<file path="src/rtl/logic_cell_defines.vh">
// Notes on behaviour
// - The fourth data selector is six bits in bits 5 to 0 of its register, and bits 7 and 6 read as zero.
// - Each of the four selected data inputs gives a true and an inverted copy, each with its own enable bit per gate.
// - Gate 1 ORs the copies enabled by its mask, bits 7 to 0 being d4 true, d4 inverted, down to d1 inverted.
// - Gate 2 has its own 8-bit mask in the same order, where a one includes and a zero excludes a copy.
// - Gate 3 has a third 8-bit mask in the same order, bit 7 for d4 true and bit 0 for d1 inverted.
// - All implemented selector and mask bits are read/write, cleared by reset, changed only by bus writes and kept otherwise.
// - Data inputs 1, 2 and 3 have matching 6-bit selectors that pick one of the cell input signals.
// - Each gate output can be inverted by its own polarity bit, a one selecting inversion.
`ifndef LOGIC_CELL_DEFINES_VH
`define LOGIC_CELL_DEFINES_VH

// ----------------------------------------------------------------------
// Register map
// ----------------------------------------------------------------------
`define ADDR_W        8
`define OFS_SEL_BASE  8'h00
`define OFS_MASK_BASE 8'h10
`define REG_STRIDE    8'h04
`define OFS_POL       8'h1C
`define OFS_STATUS    8'h20

// ----------------------------------------------------------------------
// Field layout
// ----------------------------------------------------------------------
`define SEL_W         6
`define MASK_W        8
`define POL_W         3
`define DATA_N        4
`define GATE_N        3
`define COPY_INV      0
`define COPY_TRUE     1
`define STAT_DATA_LSB 0
`define STAT_GATE_LSB 4

// ----------------------------------------------------------------------
// Reset values
// ----------------------------------------------------------------------
`define RST_SEL       6'h00
`define RST_MASK      8'h00
`define RST_POL       3'h0
`define RST_DATA      32'h00000000

`endif

</file>
<file path="src/rtl/input_selector.v">
`timescale 1ns/100ps
module input_selector #(
  parameter NUM_INPUTS = 64,
  parameter SEL_W      = 6
) (
  // Candidate signals and choice
  input  wire [NUM_INPUTS-1:0] candidates,
  input  wire [SEL_W-1:0]      choice,
  // Selected signal
  output wire                  picked
);

  // A choice beyond the populated inputs reads as zero rather than unknown.
  assign picked = (choice < NUM_INPUTS) ? candidates[choice] : 1'b0;

endmodule

</file>
<file path="src/rtl/logic_cell_input_gating.v">
`timescale 1ns/100ps
`include "logic_cell_defines.vh"
module logic_cell_input_gating #(
  parameter NUM_INPUTS = 64
) (
  // Clock and reset
  input  wire                  pclk,
  input  wire                  presetn,
  // APB slave
  input  wire                  psel,
  input  wire                  penable,
  input  wire                  pwrite,
  input  wire [`ADDR_W-1:0]    paddr,
  input  wire [31:0]           pwdata,
  output reg  [31:0]           prdata,
  output wire                  pready,
  output wire                  pslverr,
  // Cell input signals, from outside this clock domain
  input  wire [NUM_INPUTS-1:0] cell_inputs,
  // Gate outputs after polarity
  output reg                   gate_one_output,
  output reg                   gate_two_output,
  output reg                   gate_three_output
);

  // --------------------------------------------------------------------
  // Input synchroniser
  // --------------------------------------------------------------------
  // Only the second stage feeds logic, so a selected input lags its pin by two clocks.
  // A pulse on a pin shorter than one clock period may be missed altogether.
  reg  [NUM_INPUTS-1:0] inputs_meta;
  reg  [NUM_INPUTS-1:0] inputs_sync;

  always @(posedge pclk or negedge presetn) begin
    if (!presetn) begin
      inputs_meta <= {NUM_INPUTS{1'b0}};
      inputs_sync <= {NUM_INPUTS{1'b0}};
    end else begin
      inputs_meta <= cell_inputs;
      inputs_sync <= inputs_meta;
    end
  end

  // --------------------------------------------------------------------
  // Bus decode
  // --------------------------------------------------------------------
  wire                      setup_phase;
  wire                      access_phase;
  wire                      wr_access;
  wire                      rd_setup;
  wire [`DATA_N-1:0]        sel_hit;
  wire [`GATE_N-1:0]        mask_hit;
  wire                      pol_hit;
  wire                      status_hit;
  wire                      addr_ok;
  wire [`DATA_N-1:0]        sel_write;
  wire [`GATE_N-1:0]        mask_write;
  wire                      pol_write;

  assign setup_phase  = psel & ~penable;
  assign access_phase = psel & penable;
  assign wr_access    = access_phase & pwrite;
  assign rd_setup     = setup_phase & ~pwrite;
  assign pol_hit      = (paddr == `OFS_POL);
  assign status_hit   = (paddr == `OFS_STATUS);
  // The status word counts as mapped, so a write to it is dropped without an error.
  assign addr_ok      = (|sel_hit) | (|mask_hit) | pol_hit | status_hit;
  assign pol_write    = wr_access & pol_hit;
  // Every register answers at once, so the access phase never stretches.
  assign pready       = 1'b1;
  // An unmapped access is refused with an error, and a write there changes nothing.
  assign pslverr      = access_phase & ~addr_ok;

  // --------------------------------------------------------------------
  // Data selectors
  // --------------------------------------------------------------------
  // Selector and mask bits have no defined power-on value in the cell; zero is used here.
  reg  [`DATA_N*`SEL_W-1:0] selectors;
  wire [`DATA_N-1:0]        data_picked;
  wire [2*`DATA_N-1:0]      copies;

  genvar d;
  generate
    for (d = 0; d < `DATA_N; d = d + 1) begin : g_data
      // The offset is formed at full width and cut to the bus width on purpose.
      localparam [31:0]        SEL_OFS_WIDE = `OFS_SEL_BASE + d * `REG_STRIDE;
      localparam [`ADDR_W-1:0] SEL_OFS      = SEL_OFS_WIDE[`ADDR_W-1:0];
      assign sel_hit[d]   = (paddr == SEL_OFS);
      assign sel_write[d] = wr_access & sel_hit[d];

      always @(posedge pclk or negedge presetn) begin
        if (!presetn) begin
          selectors[d*`SEL_W +: `SEL_W] <= `RST_SEL;
        end else if (sel_write[d]) begin
          selectors[d*`SEL_W +: `SEL_W] <= pwdata[`SEL_W-1:0];
        end
      end

      input_selector #(
        .NUM_INPUTS (NUM_INPUTS),
        .SEL_W      (`SEL_W)
      ) u_select (
        .candidates (inputs_sync),
        .choice     (selectors[d*`SEL_W +: `SEL_W]),
        .picked     (data_picked[d])
      );

      assign copies[2*d + `COPY_TRUE] = data_picked[d];
      assign copies[2*d + `COPY_INV]  = ~data_picked[d];
    end
  endgenerate

  // --------------------------------------------------------------------
  // Gate enable masks
  // --------------------------------------------------------------------
  // Each mask holds eight enables, one per data copy, the top bit for data 4 true.
  reg  [`GATE_N*`MASK_W-1:0] masks;
  reg  [`POL_W-1:0]          gate_invert;
  wire [`GATE_N-1:0]         gate_raw;
  wire [`GATE_N-1:0]         next_gate;

  genvar g;
  generate
    for (g = 0; g < `GATE_N; g = g + 1) begin : g_gate
      // The offset is formed at full width and cut to the bus width on purpose.
      localparam [31:0]        MASK_OFS_WIDE = `OFS_MASK_BASE + g * `REG_STRIDE;
      localparam [`ADDR_W-1:0] MASK_OFS      = MASK_OFS_WIDE[`ADDR_W-1:0];
      assign mask_hit[g]   = (paddr == MASK_OFS);
      assign mask_write[g] = wr_access & mask_hit[g];

      always @(posedge pclk or negedge presetn) begin
        if (!presetn) begin
          masks[g*`MASK_W +: `MASK_W] <= `RST_MASK;
        end else if (mask_write[g]) begin
          masks[g*`MASK_W +: `MASK_W] <= pwdata[`MASK_W-1:0];
        end
      end

      // A mask of zero keeps its gate low ahead of the polarity stage.
      // OR of enabled
      assign gate_raw[g]  = |(masks[g*`MASK_W +: `MASK_W] & copies);
      assign next_gate[g] = gate_raw[g] ^ gate_invert[g];
    end
  endgenerate

  // --------------------------------------------------------------------
  // Gate polarity
  // --------------------------------------------------------------------
  // The inversion sits ahead of the output flop, so a polarity write shows one edge later.
  // Keeping it there costs nothing and leaves the outputs free of glitches on a change.
  // polarity register
  always @(posedge pclk or negedge presetn) begin
    if (!presetn) begin
      gate_invert <= `RST_POL;
    end else if (pol_write) begin
      gate_invert <= pwdata[`POL_W-1:0];
    end
  end

  // --------------------------------------------------------------------
  // Gate outputs
  // --------------------------------------------------------------------
  // Registering costs one cycle but keeps glitches off the outputs.
  always @(posedge pclk or negedge presetn) begin
    if (!presetn) begin
      gate_one_output   <= 1'b0;
      gate_two_output   <= 1'b0;
      gate_three_output <= 1'b0;
    end else begin
      gate_one_output   <= next_gate[0];
      gate_two_output   <= next_gate[1];
      gate_three_output <= next_gate[2];
    end
  end

  // --------------------------------------------------------------------
  // Read path
  // --------------------------------------------------------------------
  // Status shows the gate outputs as they stand, one edge behind the masks.
  wire [`GATE_N-1:0] gate_now;
  reg  [31:0]        next_prdata;
  integer            k;

  assign gate_now = {gate_three_output, gate_two_output, gate_one_output};

  // Bits above each field are never set here, so unimplemented bits read as zero.
  always @* begin
    next_prdata = `RST_DATA;
    for (k = 0; k < `DATA_N; k = k + 1) begin
      if (sel_hit[k]) begin
        next_prdata[`SEL_W-1:0] = selectors[k*`SEL_W +: `SEL_W];
      end
    end
    for (k = 0; k < `GATE_N; k = k + 1) begin
      if (mask_hit[k]) begin
        next_prdata[`MASK_W-1:0] = masks[k*`MASK_W +: `MASK_W];
      end
    end
    if (pol_hit) begin
      next_prdata[`POL_W-1:0] = gate_invert;
    end
    if (status_hit) begin
      next_prdata[`STAT_DATA_LSB +: `DATA_N] = data_picked;
      next_prdata[`STAT_GATE_LSB +: `GATE_N] = gate_now;
    end
  end

  // Read data is captured in the setup cycle and held through the access.
  always @(posedge pclk or negedge presetn) begin
    if (!presetn) begin
      prdata <= `RST_DATA;
    end else if (rd_setup) begin
      prdata <= next_prdata;
    end
  end

endmodule

</file>
<file path="config.mk">
export PLATFORM = sky130hd
export DESIGN_NAME = logic_cell_input_gating
export DESIGN_NICKNAME = d
export VERILOG_FILES = /design/src/rtl/input_selector.v /design/src/rtl/logic_cell_input_gating.v
export VERILOG_INCLUDE_DIRS = /design/src /design/src/rtl
export SDC_FILE = /design/constraint.sdc
export NUM_CORES = 1
export LEC_CHECK = 0
export BUFFER_PORTS_ARGS = -buffer_cell sky130_fd_sc_hd__buf_4
export CORE_ASPECT_RATIO = 1.2
export CORE_MARGIN = 2
export CORE_UTILIZATION = 50
export CTS_CLUSTER_SIZE = 28
export DETAILED_ROUTE_END_ITERATION = 8
export GPL_TIMING_DRIVEN = 0
export PLACE_DENSITY = 0.79
export SYNTH_ARGS = -nofsm -noshare
export SYNTH_HDL_FRONTEND = slang
export SYNTH_SLANG_ARGS = --single-unit
</file>
<file path="constraint.sdc">
create_clock -name pclk -period 3.7 [get_ports pclk]
set_input_delay 0.74 -clock pclk [delete_from_list [all_inputs] [get_ports pclk]]
set_output_delay 0.74 -clock pclk [all_outputs]
set_load 0.03 [all_outputs]
</file>
==> metrics.log, run 1 <==
INFO  metric place_hpwl = 16,000 um
INFO  metric clock_sinks = 190
INFO  metric worst_setup_skew_after_layout = 0.0112 ns
INFO  metric pin_count_of_the_biggest_net_entering_global_routing = 109
INFO  metric synth_seq_area_share = 0.530
INFO  metric nets = 912
INFO  metric drive_gt1_frac = 0.343
INFO  metric cp.required = 4.02 ns
INFO  metric crit_path_max_fanout = 10
INFO  metric multiInputGateArea = 3920 um2
INFO  metric power-per-cell-area = 422 nW/um2
INFO  metric first_global_vias = 6,254
INFO  metric floorplan.io_pins = 146
INFO  metric cts.path.max_buffers = 2
INFO  metric ys_seq_elements = 190
INFO  metric grt_busiest_layer = met2
INFO  metric grt_use_met1 = 0.297
INFO  metric holdBufCountCts = 0
INFO  metric post_layout_min_period = 3.38 ns
INFO  metric area.sequential = 4750 um2
INFO  metric crit_chain = buf_2 > buf_2 > mux2i_1 > nand2_1 > nand4_1 > o311ai_1 > a311oi_2 > mux2_2 > a211oi_1 > nand4_1 > xor2_1
INFO  metric grt_setup_unrepaired = no
INFO  metric r2r.worst_path.cells = 11
INFO  metric critical-path-top-delay-family = compound AO/OA/AOI/OAI gates
INFO  metric area_of_the_mapped_netlist = 8970 um2
INFO  metric startpoint_type = flip-flop
INFO  metric synthFlopType = sky130_fd_sc_hd__dfrtp_1
INFO  metric grt_util_all_layers = 0.240
INFO  metric drcViolationCount = 0
INFO  metric drt-vias-per-instance = 5.94
INFO  metric worst-path-buf-inv = 2
INFO  metric mostFrequentLayoutCells = 190 x sky130_fd_sc_hd__dfrtp_1, 121 x sky130_fd_sc_hd__buf_4, 66 x sky130_fd_sc_hd__mux2i_1
INFO  metric post_cts_resize_count = 0
INFO  metric max_freq = 0.296 GHz
INFO  metric insertedDiodeCount = 0
INFO  metric die_w = 126 um
INFO  metric flow.area_growth_from_synthesis = 19.2%
INFO  metric drtAntennaViolNets = 0
INFO  metric cp.arrival = 3.70 ns
INFO  metric gr-usage-met2 = 0.413
INFO  metric outcome = completed
INFO  metric slowest_delay = 0.56 ns
INFO  metric die_area = 19,000 um2
INFO  metric post_synth.cell_area_avg = 13.5 um2
INFO  metric cp_slowest_cell = sky130_fd_sc_hd__a311oi_2
INFO  metric worst-slew-pin-transition = 0.706 ns
INFO  metric routed_wire_length_per_instance = 21.2 um
INFO  metric first_iter_violations = 670
INFO  metric vias = 6,152
INFO  metric timing.max_cap.violations = 0
INFO  metric core_area = 17,600 um2
INFO  metric min_path_type = in2async
INFO  metric initial_core_util = 0.510
INFO  metric timing.hold.ws = 0.288 ns
INFO  metric critical_path_class = reg2reg
INFO  metric groute.layer.met3.usage = 0.0370
INFO  metric synth_async_sr_flop_share = 1.00
INFO  metric relative_slew_slack = 0.529
INFO  metric synthesis.yosys.warnings = 0
INFO  metric fin_total_pwr = 4.52 mW
INFO  metric crit_path_end_kind = flip-flop
INFO  metric cts_max_level = 4
INFO  metric cts_inserted_buffers = 17
INFO  metric final-hold-violation-count = 0
INFO  metric grt_overflow_total = 0
INFO  metric totalWireLength = 21,900 um
INFO  metric worstReg2RegEnd = gate_two_output$_DFF_PN0_
INFO  metric report.final.slew_viol_count = 0
INFO  metric drt_pass1_iterations = 5
INFO  metric power.static_leakage = 4.61 nW
INFO  metric synth_enable_flop_cells = 0
INFO  metric setup.reg_to_reg.worst_slack = 0.32 ns
INFO  metric final_util = 0.608
INFO  metric cts_root_buf = sky130_fd_sc_hd__clkbuf_16
INFO  metric timing.setup.tns = 0 ns
INFO  metric fp.dieH = 151 um
INFO  metric cts_tree = built
INFO  metric synth.distinct_cells = 54
INFO  metric placement_rows = 53
INFO  metric final.period_utilization = 0.914
INFO  metric timing.final.setup_violations = 0
INFO  metric post_synth_inst_count = 665
INFO  metric place.port_buffers = 95
INFO  metric fill_cells = 1,382
INFO  metric worst_ir_drop_vdd = 0.325 mV
INFO  metric antenna_found_initial = 0
INFO  metric grt_first_pass_wirelength = 34,500 um
INFO  metric layout_commonest_cell = sky130_fd_sc_hd__dfrtp_1
INFO  metric reg2reg_from = selectors[13]$_DFFE_PN0P_
INFO  metric cts.clk_slew.worst_paths = 0.08 ns
INFO  metric clkLatencyLatePin = 0.43 ns
INFO  metric routabilityCongestion = 0.986
INFO  metric post-cts-setup-buffer-count = 0
-- power breakdown --
group	internal [mW]	total, mW	leakage, nW	switching (mW)
sequential	2.17	2.24	2.34	0.0680
combinational	0.199	0.424	1.98	0.225
clock	0.980	1.86	0.298	0.877
total	3.35	4.52	4.61	1.17
-- sequential cells by signal, indices dropped and copies added (netlist names) --
register and flops:
gate_three_output 1, gate_one_output 1, gate_two_output 1, masks 24
prdata 8, inputs_sync 64, inputs_meta 64, gate_invert 3
selectors 24
-- per-stage QoR --
stage          setup WS, ns  cells  cell area (um2)
2_1_floorplan         0.672    688             9050
3_3_place_gp          0.379   1003            10000
3_5_place_dp          0.376   1004            10100
4_1_cts               0.375   1036            10700
5_1_grt               0.162   1036            10700
6_report              0.320   1036            10700
-- Yosys cell counts (3+ instances only) --
master	number	area, um2
sky130_fd_sc_hd__a211oi_1	11	82.6
sky130_fd_sc_hd__a21oi_1	12	60.1
sky130_fd_sc_hd__a22oi_1	15	113
sky130_fd_sc_hd__a31oi_1	5	31.3
sky130_fd_sc_hd__and2_1	7	43.8
sky130_fd_sc_hd__and3_1	4	25.0
sky130_fd_sc_hd__buf_1	4	15.0
sky130_fd_sc_hd__buf_2	14	70.1
sky130_fd_sc_hd__buf_4	27	203
sky130_fd_sc_hd__clkbuf_1	17	63.8
sky130_fd_sc_hd__dfrtp_1	190	4750
sky130_fd_sc_hd__inv_1	9	33.8
sky130_fd_sc_hd__mux2_2	56	631
sky130_fd_sc_hd__mux2i_1	66	661
sky130_fd_sc_hd__mux4_2	53	1190
sky130_fd_sc_hd__nand2_1	45	169
sky130_fd_sc_hd__nand2b_1	6	37.5
sky130_fd_sc_hd__nand3_1	15	75.1
sky130_fd_sc_hd__nand3b_1	3	22.5
sky130_fd_sc_hd__nand4_1	9	56.3
sky130_fd_sc_hd__nor2_1	23	86.3
sky130_fd_sc_hd__nor2b_1	13	81.3
sky130_fd_sc_hd__nor3_1	5	25.0
sky130_fd_sc_hd__nor3b_1	4	30.0
sky130_fd_sc_hd__o211ai_1	4	30.0
sky130_fd_sc_hd__o21ai_0	9	45.0
sky130_fd_sc_hd__o21ai_1	4	20.0
sky130_fd_sc_hd__xor2_1	3	26.3
-- final cells by class --
class                      count  share of cell area
buffer                        62              0.0329
clock buffer                  17              0.0398
clock inverter                15              0.0177
inverter                       9             0.00316
multi-input combinational    427               0.366
sequential                   190               0.445
tap                          220              0.0257
timing repair buffer          96              0.0700
-- how the worst max path moves through the flow --
stage / start / endpoint / slack (ns) / depth (start not counted)
final: selectors[13]$_DFFE_PN0P_ / gate_two_output$_DFF_PN0_ / 0.32 / 11
after global routing: selectors[13]$_DFFE_PN0P_ / gate_two_output$_DFF_PN0_ / 0.16 / 11
after CTS: selectors[12]$_DFFE_PN0P_ / gate_two_output$_DFF_PN0_ / 0.38 / 8
after detailed placement: selectors[13]$_DFFE_PN0P_ / gate_two_output$_DFF_PN0_ / 0.38 / 10
after global placement: selectors[13]$_DFFE_PN0P_ / gate_three_output$_DFF_PN0_ / 0.38 / 10
after floorplan: paddr[2] / pslverr / 0.67 / 5
-- metal layers --
| layer | routed length (um) | vias up |
|---|---|---|
| met5 | 0 | - |
| met2 | 11100 | 336 |
| met4 | 954 | 0 |
| met3 | 1400 | 70 |
| li1 | - | 2711 |
| met1 | 8450 | 3035 |
-- kinds of logic after synthesis --
| logic type | Yosys count | share of synthesized area |
|---|---|---|
| compound gates | 80 | 0.0625 |
| mux | 178 | 0.281 |
| other cells | 2 | 0.000837 |
| simple gates | 141 | 0.0795 |
| buf+inv | 71 | 0.0430 |
| xor+xnor | 3 | 0.00293 |
| flops | 190 | 0.530 |
No activity file was read; power rests on OpenSTA's default activity.
==> inputs of run 2 (changes only) <==
--- a/config.mk
+++ b/config.mk
@@ -12,8 +12,8 @@
 export CORE_UTILIZATION = 50
 export CTS_CLUSTER_SIZE = 28
 export DETAILED_ROUTE_END_ITERATION = 8
-export GPL_TIMING_DRIVEN = 0
 export PLACE_DENSITY = 0.79
 export SYNTH_ARGS = -nofsm -noshare
 export SYNTH_HDL_FRONTEND = slang
 export SYNTH_SLANG_ARGS = --single-unit
+export TNS_END_PERCENT = 20
==> constraint.sdc (replaced) <==
create_clock -name pclk -period 3.31 [get_ports pclk]
set_input_delay 0.662 -clock pclk [delete_from_list [all_inputs] [get_ports pclk]]
set_output_delay 0.662 -clock pclk [all_outputs]
set_load 0.03 [all_outputs]
==> run 2 against run 1 <==
Against the previous run: worst hold slack improved by 0.043 ns; clock power rose by 10%; flip-flop and latch count stayed put; die area is the same; core utilization fell by 1.4 points; sequential power grew 12%; wire length is 3.2% lower; sequential share of layout area up 1.1 points; via count is 1.5% lower; count of clock-buffer cells in the layout up 5; critical path depth shrank 1; combinational power is 2% higher; highest routed layer unchanged.
==> metrics.log, run 2 (synthesis gave the netlist of run 1 again) <==
INFO  metric outcome = completed (unchanged)
INFO  metric cts.clk_slew.worst_paths = 0.07 ns (was 0.08 ns)
INFO  metric insertedDiodeCount = 0 (unchanged)
INFO  metric timing.max_cap.violations = 0 (unchanged)
INFO  metric relative_slew_slack = 0.373 (was 0.529)
INFO  metric grt_util_all_layers = 0.234 (was 0.240)
INFO  metric drtAntennaViolNets = 0 (unchanged)
INFO  metric cts_inserted_buffers = 17 (unchanged)
INFO  metric cp_slowest_cell = sky130_fd_sc_hd__dfrtp_1 (was sky130_fd_sc_hd__a311oi_2)
INFO  metric core_area = 17,600 um2 (unchanged)
INFO  metric min_delay_path_depth = 1
INFO  metric fill_cells = 1,322 (was 1,382)
INFO  metric nets = 868 (was 912)
INFO  metric flow.area_growth_from_synthesis = 16.5% (was 19.2%)
INFO  metric worstReg2RegEnd = gate_one_output$_DFF_PN0_ (was gate_two_output$_DFF_PN0_)
INFO  metric routabilityCongestion = 0.968 (was 0.986)
INFO  metric vias = 6,062 (was 6,152)
INFO  metric multiInputGateArea = 3920 um2 (unchanged)
INFO  metric finalNonFillerCells = 992 (was 1,036)
INFO  metric totalWireLength = 21,200 um (was 21,900 um)
INFO  metric final-hold-violation-count = 0 (unchanged)
INFO  metric cts.path.max_buffers = 2 (unchanged)
INFO  metric layout_commonest_cell = sky130_fd_sc_hd__dfrtp_1 (unchanged)
INFO  metric cts_root_buf = sky130_fd_sc_hd__clkbuf_16 (unchanged)
INFO  metric routed_wire_length_per_instance = 21.4 um (was 21.2 um)
INFO  metric slowest_delay = 0.86 ns (was 0.56 ns)
INFO  metric max_freq = 0.317 GHz (was 0.296 GHz)
INFO  metric worst_setup_skew_after_layout = 0.00693 ns (was 0.0112 ns)
INFO  metric cp.required = 3.62 ns (was 4.02 ns)
INFO  metric timing.setup.tns = 0 ns (unchanged)
INFO  metric dp.cells = 960 (was 1,004)
INFO  metric pin_count_of_the_biggest_net_entering_global_routing = 191 (was 109)
INFO  metric antenna_found_initial = 0 (unchanged)
INFO  metric setup.reg_to_reg.worst_slack = 0.15 ns (was 0.32 ns)
INFO  metric drt-vias-per-instance = 6.11 (was 5.94)
INFO  metric crit_path_end_kind = flip-flop (unchanged)
INFO  metric post-cts-setup-buffer-count = 0 (unchanged)
INFO  metric first_global_vias = 6,180 (was 6,254)
INFO  metric cts_tree = built (unchanged)
INFO  metric place.port_buffers = 96 (was 95)
INFO  metric reg_top3 = inputs_meta x64, inputs_sync x64 (unchanged)
INFO  metric cp.arrival = 3.47 ns (was 3.70 ns)
INFO  metric initial_core_util = 0.510 (unchanged)
INFO  metric drcViolationCount = 0 (unchanged)
INFO  metric crit_path_max_fanout = 15 (was 10)
INFO  metric mostFrequentLayoutCells = 186 x sky130_fd_sc_hd__dfrtp_1, 112 x sky130_fd_sc_hd__buf_4, 66 x sky130_fd_sc_hd__mux2i_1 (was 190 x sky130_fd_sc_hd__dfrtp_1, 121 x sky130_fd_sc_hd__buf_4, 66 x sky130_fd_sc_hd__mux2i_1)
INFO  metric place_area = 9850 um2 (was 10,100 um2)
INFO  metric worstHoldStart = cell_inputs[4]
INFO  metric switching_part_of_the_total_power = 0.240 (was 0.259)
INFO  metric clkLatencyLatePin = 0.43 ns (about the same)
INFO  metric crit_chain = buf_4 > mux4_2 > mux2i_1 > or4b_1 > o21ai_1 > o21ai_0 > o31ai_1 > a211oi_1 > nand4_1 > xor2_1 (was buf_2 > buf_2 > mux2i_1 > nand2_1 > nand4_1 > o311ai_1 > a311oi_2 > mux2_2 > a211oi_1 > nand4_1 > xor2_1)
INFO  metric worst_ir_drop_vdd = 0.426 mV (was 0.325 mV)
INFO  metric power.static_leakage = 4.44 nW (was 4.61 nW)
INFO  metric post_layout_min_period = 3.16 ns (was 3.38 ns)
INFO  metric post-route-cell-area = 10,400 um2 (was 10,700 um2)
INFO  metric placement_rows = 53 (unchanged)
INFO  metric cts_max_level = 4 (unchanged)
INFO  metric grt_setup_unrepaired = no (unchanged)
INFO  metric power.share.combinational = 0.087 (was 0.094)
INFO  metric place_hpwl = 15,000 um (was 16,000 um)
INFO  metric clockPowerShare = 0.410 (was 0.411)
INFO  metric critical-path-top-delay-family = flip-flops (was compound AO/OA/AOI/OAI gates)
INFO  metric timing.final.setup_violations = 0 (unchanged)
INFO  metric worst-path-buf-inv = 1 (was 2)
INFO  metric internal-power = 3.79 mW (was 3.35 mW)
INFO  metric power.share.sequential = 0.503 (was 0.495)
INFO  metric power-per-cell-area = 478 nW/um2 (was 422 nW/um2)
INFO  metric min_path_type = in2reg (was in2async)
INFO  metric drive_gt1_frac = 0.334 (was 0.343)
INFO  metric critical_path.startpoint = selectors[6]$_DFFE_PN0P_ (was selectors[13]$_DFFE_PN0P_)
INFO  metric worst-slew-pin-transition = 0.941 ns (was 0.706 ns)
INFO  metric timing.hold.ws = 0.330 ns (was 0.288 ns)
INFO  metric total_switching_power = 1.20 mW (was 1.17 mW)
INFO  metric die_w = 126 um (unchanged)
INFO  metric fp.dieH = 151 um (unchanged)
INFO  metric floorplan.io_pins = 146 (unchanged)
INFO  metric area.sequential = 4760 um2 (was 4750 um2)
INFO  metric reg2reg_from = selectors[6]$_DFFE_PN0P_ (was selectors[13]$_DFFE_PN0P_)
INFO  metric clock_sinks = 190 (unchanged)
INFO  metric critical_path_class = reg2reg (unchanged)
INFO  metric drt_pass1_iterations = 6 (was 5)
INFO  metric terminating_pin_of_the_worst_hold_path = inputs_meta[4]$_DFF_PN0_
INFO  metric first_iter_violations = 615 (was 670)
INFO  metric grt_overflow_total = 0 (unchanged)
INFO  metric startpoint_type = flip-flop (unchanged)
INFO  metric die_area = 19,000 um2 (unchanged)
INFO  metric grt_first_pass_wirelength = 33,800 um (was 34,500 um)
INFO  metric report.final.slew_viol_count = 0 (unchanged)
INFO  metric final.period_utilization = 0.954 (was 0.914)
INFO  metric r2r.worst_path.cells = 10 (was 11)
run 2: changes by cell type in the layout (fill, tap and decap cells not counted), moves of 5 or more:
cell                       before  now
sky130_fd_sc_hd__inv_8          6    1
sky130_fd_sc_hd__clkbuf_1      17    3
sky130_fd_sc_hd__buf_2         14    0
sky130_fd_sc_hd__buf_4        121  112
run 2: worst max path at each step:
| stage | end | slack [ns] | cells after the start |
|---|---|---|---|
| detailed placement | gate_three_output$_DFF_PN0_ | 0.17 | 9 |
| CTS | gate_three_output$_DFF_PN0_ | 0.13 | 8 |
| finish | gate_one_output$_DFF_PN0_ | 0.15 | 10 |
| global placement | gate_two_output$_DFF_PN0_ | 0.23 | 10 |
| floorplan | pslverr | 0.44 | 5 |
| global route | gate_three_output$_DFF_PN0_ | 0.002 | 9 |
run 2: final cells by class:
class,count,area share
flip-flops and latches,190,0.456
multi-input cells,427,0.375
repair buffers,114,0.0835
clock buffers,22,0.0444
well taps,220,0.0263
clock inverters,10,0.0122
inverters,9,0.00323
run 2: per-stage QoR:
stage	util	setup WS, ns	power [mW]
final	0.595	0.154	4.99
after global routing	0.595	0.00204	5.18
after CTS	0.594	0.134	5.03
after detailed placement	0.561	0.170	2.99
after global placement	0.561	0.228	2.97
after floorplan	-	0.438	2.78
run 2: timing repair:
| action | 4_1_cts | 5_1_grt |
|---|---|---|
| resized for setup | 0 | 4 |
| setup endpoints to repair | 0 | 3 |
| hold buffers | 0 | 0 |
run 2: metal layers:
layer,vias to the layer above,part of all wire,track usage
li1,2623,-,-
met1,3008,0.38,0.278
met2,346,0.51,0.404
met3,85,0.067,0.0394
met4,0,0.049,0.134
met5,-,0,0
run 2: power groups by stage:
stage	sequential [mW]	combinational, mW	clock [mW]
6_report	2.51	0.434	2.05
5_1_grt	2.53	0.471	2.18
4_1_cts	2.51	0.437	2.08
3_5_place_dp	2.56	0.434	0
3_3_place_gp	2.55	0.424	0
2_1_floorplan	2.54	0.241	0
==> inputs of run 3 (changes only) <==
--- a/config.mk
+++ b/config.mk
@@ -6,7 +6,7 @@
 export SDC_FILE = /design/constraint.sdc
 export NUM_CORES = 1
 export LEC_CHECK = 0
-export BUFFER_PORTS_ARGS = -buffer_cell sky130_fd_sc_hd__buf_4
+export BUFFER_PORTS_ARGS = -buffer_cell sky130_fd_sc_hd__buf_2
 export CORE_ASPECT_RATIO = 1.2
 export CORE_MARGIN = 2
 export CORE_UTILIZATION = 50
==> run 3 against run 2 <==
Against the previous run: setup slack improved by 0.027 ns; wire length shrank 6.7%; global-route usage shrank 1.7 points.
==> metrics.log, run 3 (synthesis gave the netlist of run 1 again) <==
INFO  metric grt_util_all_layers = 0.217 (was 0.234)
INFO  metric insertedDiodeCount = 0 (unchanged)
INFO  metric clock_sinks = 190 (unchanged)
INFO  metric drt_pass1_iterations = 5 (was 6)
INFO  metric holdBufCountCts = 0 (unchanged)
INFO  metric reg2reg_from = selectors[12]$_DFFE_PN0P_ (was selectors[6]$_DFFE_PN0P_)
INFO  metric layout_setup_ws = 0.180 ns (was 0.154 ns)
INFO  metric final.period_utilization = 0.946 (was 0.954)
INFO  metric r2r.worst_path.cells = 9 (was 10)
INFO  metric vias = 5,934 (was 6,062)
INFO  metric grt_first_pass_wirelength = 31,800 um (was 33,800 um)
INFO  metric timing.final.setup_violations = 0 (unchanged)
INFO  metric drive_gt1_frac = 0.338 (was 0.334)
INFO  metric clkLatencyLatePin = 0.43 ns (about the same)
INFO  metric cp.required = 3.63 ns (was 3.62 ns)
INFO  metric worst-slew-pin-transition = 0.833 ns (was 0.941 ns)
INFO  metric post-cts-setup-buffer-count = 0 (unchanged)
INFO  metric die_area = 19,000 um2 (unchanged)
INFO  metric routabilityCongestion = 0.928 (was 0.968)
INFO  metric timing.hold.ws = 0.292 ns (was 0.330 ns)
INFO  metric place_hpwl = 14,300 um (was 15,000 um)
INFO  metric pin_count_of_the_biggest_net_entering_global_routing = 86 (was 191)
INFO  metric nets = 875 (was 868)
INFO  metric grt_setup_unrepaired = no (unchanged)
INFO  metric antenna_found_initial = 0 (unchanged)
INFO  metric drtAntennaViolNets = 0 (unchanged)
INFO  metric final_util = 0.585 (was 0.595)
INFO  metric cts_inserted_buffers = 17 (unchanged)
INFO  metric grt_overflow_total = 0 (unchanged)
INFO  metric setup.reg_to_reg.worst_slack = 0.18 ns (was 0.15 ns)
INFO  metric place.port_buffers = 96 (unchanged)
INFO  metric totalWireLength = 19,800 um (was 21,200 um)
INFO  metric drcViolationCount = 0 (unchanged)
INFO  metric routed_wire_length_per_instance = 19.8 um (was 21.4 um)
INFO  metric floorplan.io_pins = 146 (unchanged)
INFO  metric startpoint_type = flip-flop (unchanged)
INFO  metric placement_rows = 53 (unchanged)
INFO  metric first_global_vias = 5,813 (was 6,180)
INFO  metric crit_path_max_fanout = 10 (was 15)
INFO  metric crit_path_end_kind = flip-flop (unchanged)
INFO  metric drt-vias-per-instance = 5.94 (was 6.11)
INFO  metric worst_ir_drop_vdd = 0.405 mV (was 0.426 mV)
INFO  metric finalNonFillerCells = 999 (was 992)
INFO  metric timing.max_cap.violations = 0 (unchanged)
INFO  metric final-hold-violation-count = 0 (unchanged)
INFO  metric cts_root_buf = sky130_fd_sc_hd__clkbuf_16 (unchanged)
INFO  metric layout_commonest_cell = sky130_fd_sc_hd__dfrtp_1 (unchanged)
INFO  metric post_cts_resize_count = 0 (unchanged)
INFO  metric flow.area_growth_from_synthesis = 14.5% (was 16.5%)
INFO  metric cts.path.max_buffers = 2 (unchanged)
INFO  metric cp.arrival = 3.45 ns (was 3.47 ns)
INFO  metric dpl_worst_slack = 0.240 ns (was 0.170 ns)
INFO  metric cts_tree = built (unchanged)
INFO  metric core_area = 17,600 um2 (unchanged)
INFO  metric die_w = 126 um (unchanged)
INFO  metric power.static_leakage = 4.41 nW (was 4.44 nW)
INFO  metric post_layout_min_period = 3.13 ns (was 3.16 ns)
INFO  metric worstReg2RegEnd = gate_three_output$_DFF_PN0_ (was gate_one_output$_DFF_PN0_)
INFO  metric cts_max_level = 4 (unchanged)
INFO  metric fill_cells = 1,388 (was 1,322)
INFO  metric mostFrequentLayoutCells = 190 x sky130_fd_sc_hd__dfrtp_1, 95 x sky130_fd_sc_hd__buf_2, 66 x sky130_fd_sc_hd__mux2i_1 (was 186 x sky130_fd_sc_hd__dfrtp_1, 112 x sky130_fd_sc_hd__buf_4, 66 x sky130_fd_sc_hd__mux2i_1)
INFO  metric max_freq = 0.320 GHz (was 0.317 GHz)
INFO  metric first_iter_violations = 615 (unchanged)
INFO  metric reg_top3 = inputs_meta x64, inputs_sync x64 (unchanged)
INFO  metric initial_core_util = 0.510 (unchanged)
INFO  metric dp.cells = 967 (was 960)
INFO  metric report.final.slew_viol_count = 0 (unchanged)
INFO  metric worst_setup_skew_after_layout = 0.00664 ns (was 0.00693 ns)
INFO  metric outcome = completed (unchanged)
INFO  metric relative_slew_slack = 0.445 (was 0.373)
INFO  metric cts.clk_slew.worst_paths = 0.07 ns (about the same)
INFO  metric min_path_type = in2async (was in2reg)
INFO  metric fp.dieH = 151 um (unchanged)
INFO  metric power-per-cell-area = 477 nW/um2 (was 478 nW/um2)
INFO  metric timing.setup.tns = 0 ns (unchanged)
INFO  metric critical_path_class = reg2reg (unchanged)
run 3: cell count changes in the layout (fill, tap and decap cells not counted), moves of 4 or more:
cell | previous run | this run
sky130_fd_sc_hd__dfrtp_1 | 186 | 190
sky130_fd_sc_hd__buf_2 | 0 | 95
sky130_fd_sc_hd__dfrtp_2 | 4 | 0
sky130_fd_sc_hd__buf_4 | 112 | 22
run 3: cell type report:
type	instances	area, um2	share of cell area
Clock inverter	12	125	0.0122
Sequential cell	190	4750	0.463
Tap cell	220	275	0.0268
Inverter	9	33.8	0.00329
Clock buffer	20	457	0.0445
Timing Repair Buffer	121	712	0.0693
Multi-Input combinational cell	427	3920	0.381
run 3: per-stage QoR:
step	instance area [um2]	power [mW]
floorplan	9050	2.78
global placement	9690	2.94
detailed placement	9690	2.95
CTS	10300	4.93
global route	10300	5.08
finish	10300	4.90
run 3: per-layer routing:
metal,track usage,wire [um]
met5,0,0
met4,0.0852,483
met3,0.0391,1180
met2,0.364,10100
met1,0.284,8040
run 3: power by group:
group | internal [mW] | switching [mW]
Clock | 1.10 | 0.888
Sequential | 2.42 | 0.0842
Combinational | 0.172 | 0.229
run 3: worst max-delay path by stage:
| stage | startpoint | endpoint |
|---|---|---|
| floorplan | paddr[2] | pslverr |
| global placement | selectors[12]$_DFFE_PN0P_ | gate_three_output$_DFF_PN0_ |
| detailed placement | selectors[12]$_DFFE_PN0P_ | gate_two_output$_DFF_PN0_ |
| CTS | selectors[12]$_DFFE_PN0P_ | gate_two_output$_DFF_PN0_ |
| global route | selectors[0]$_DFFE_PN0P_ | gate_three_output$_DFF_PN0_ |
| finish | selectors[12]$_DFFE_PN0P_ | gate_three_output$_DFF_PN0_ |
run 3: critical path: stages, from the launching register on:
cell	delay [ns]
sky130_fd_sc_hd__dfrtp_1	0.69
sky130_fd_sc_hd__mux4_2	0.58
sky130_fd_sc_hd__mux2i_1	0.20
sky130_fd_sc_hd__o311ai_1	0.13
sky130_fd_sc_hd__a311oi_2	0.26
sky130_fd_sc_hd__buf_4	0.18
sky130_fd_sc_hd__mux2_1	0.32
sky130_fd_sc_hd__a211oi_1	0.33
sky130_fd_sc_hd__nand4_1	0.16
sky130_fd_sc_hd__xor2_1	0.16
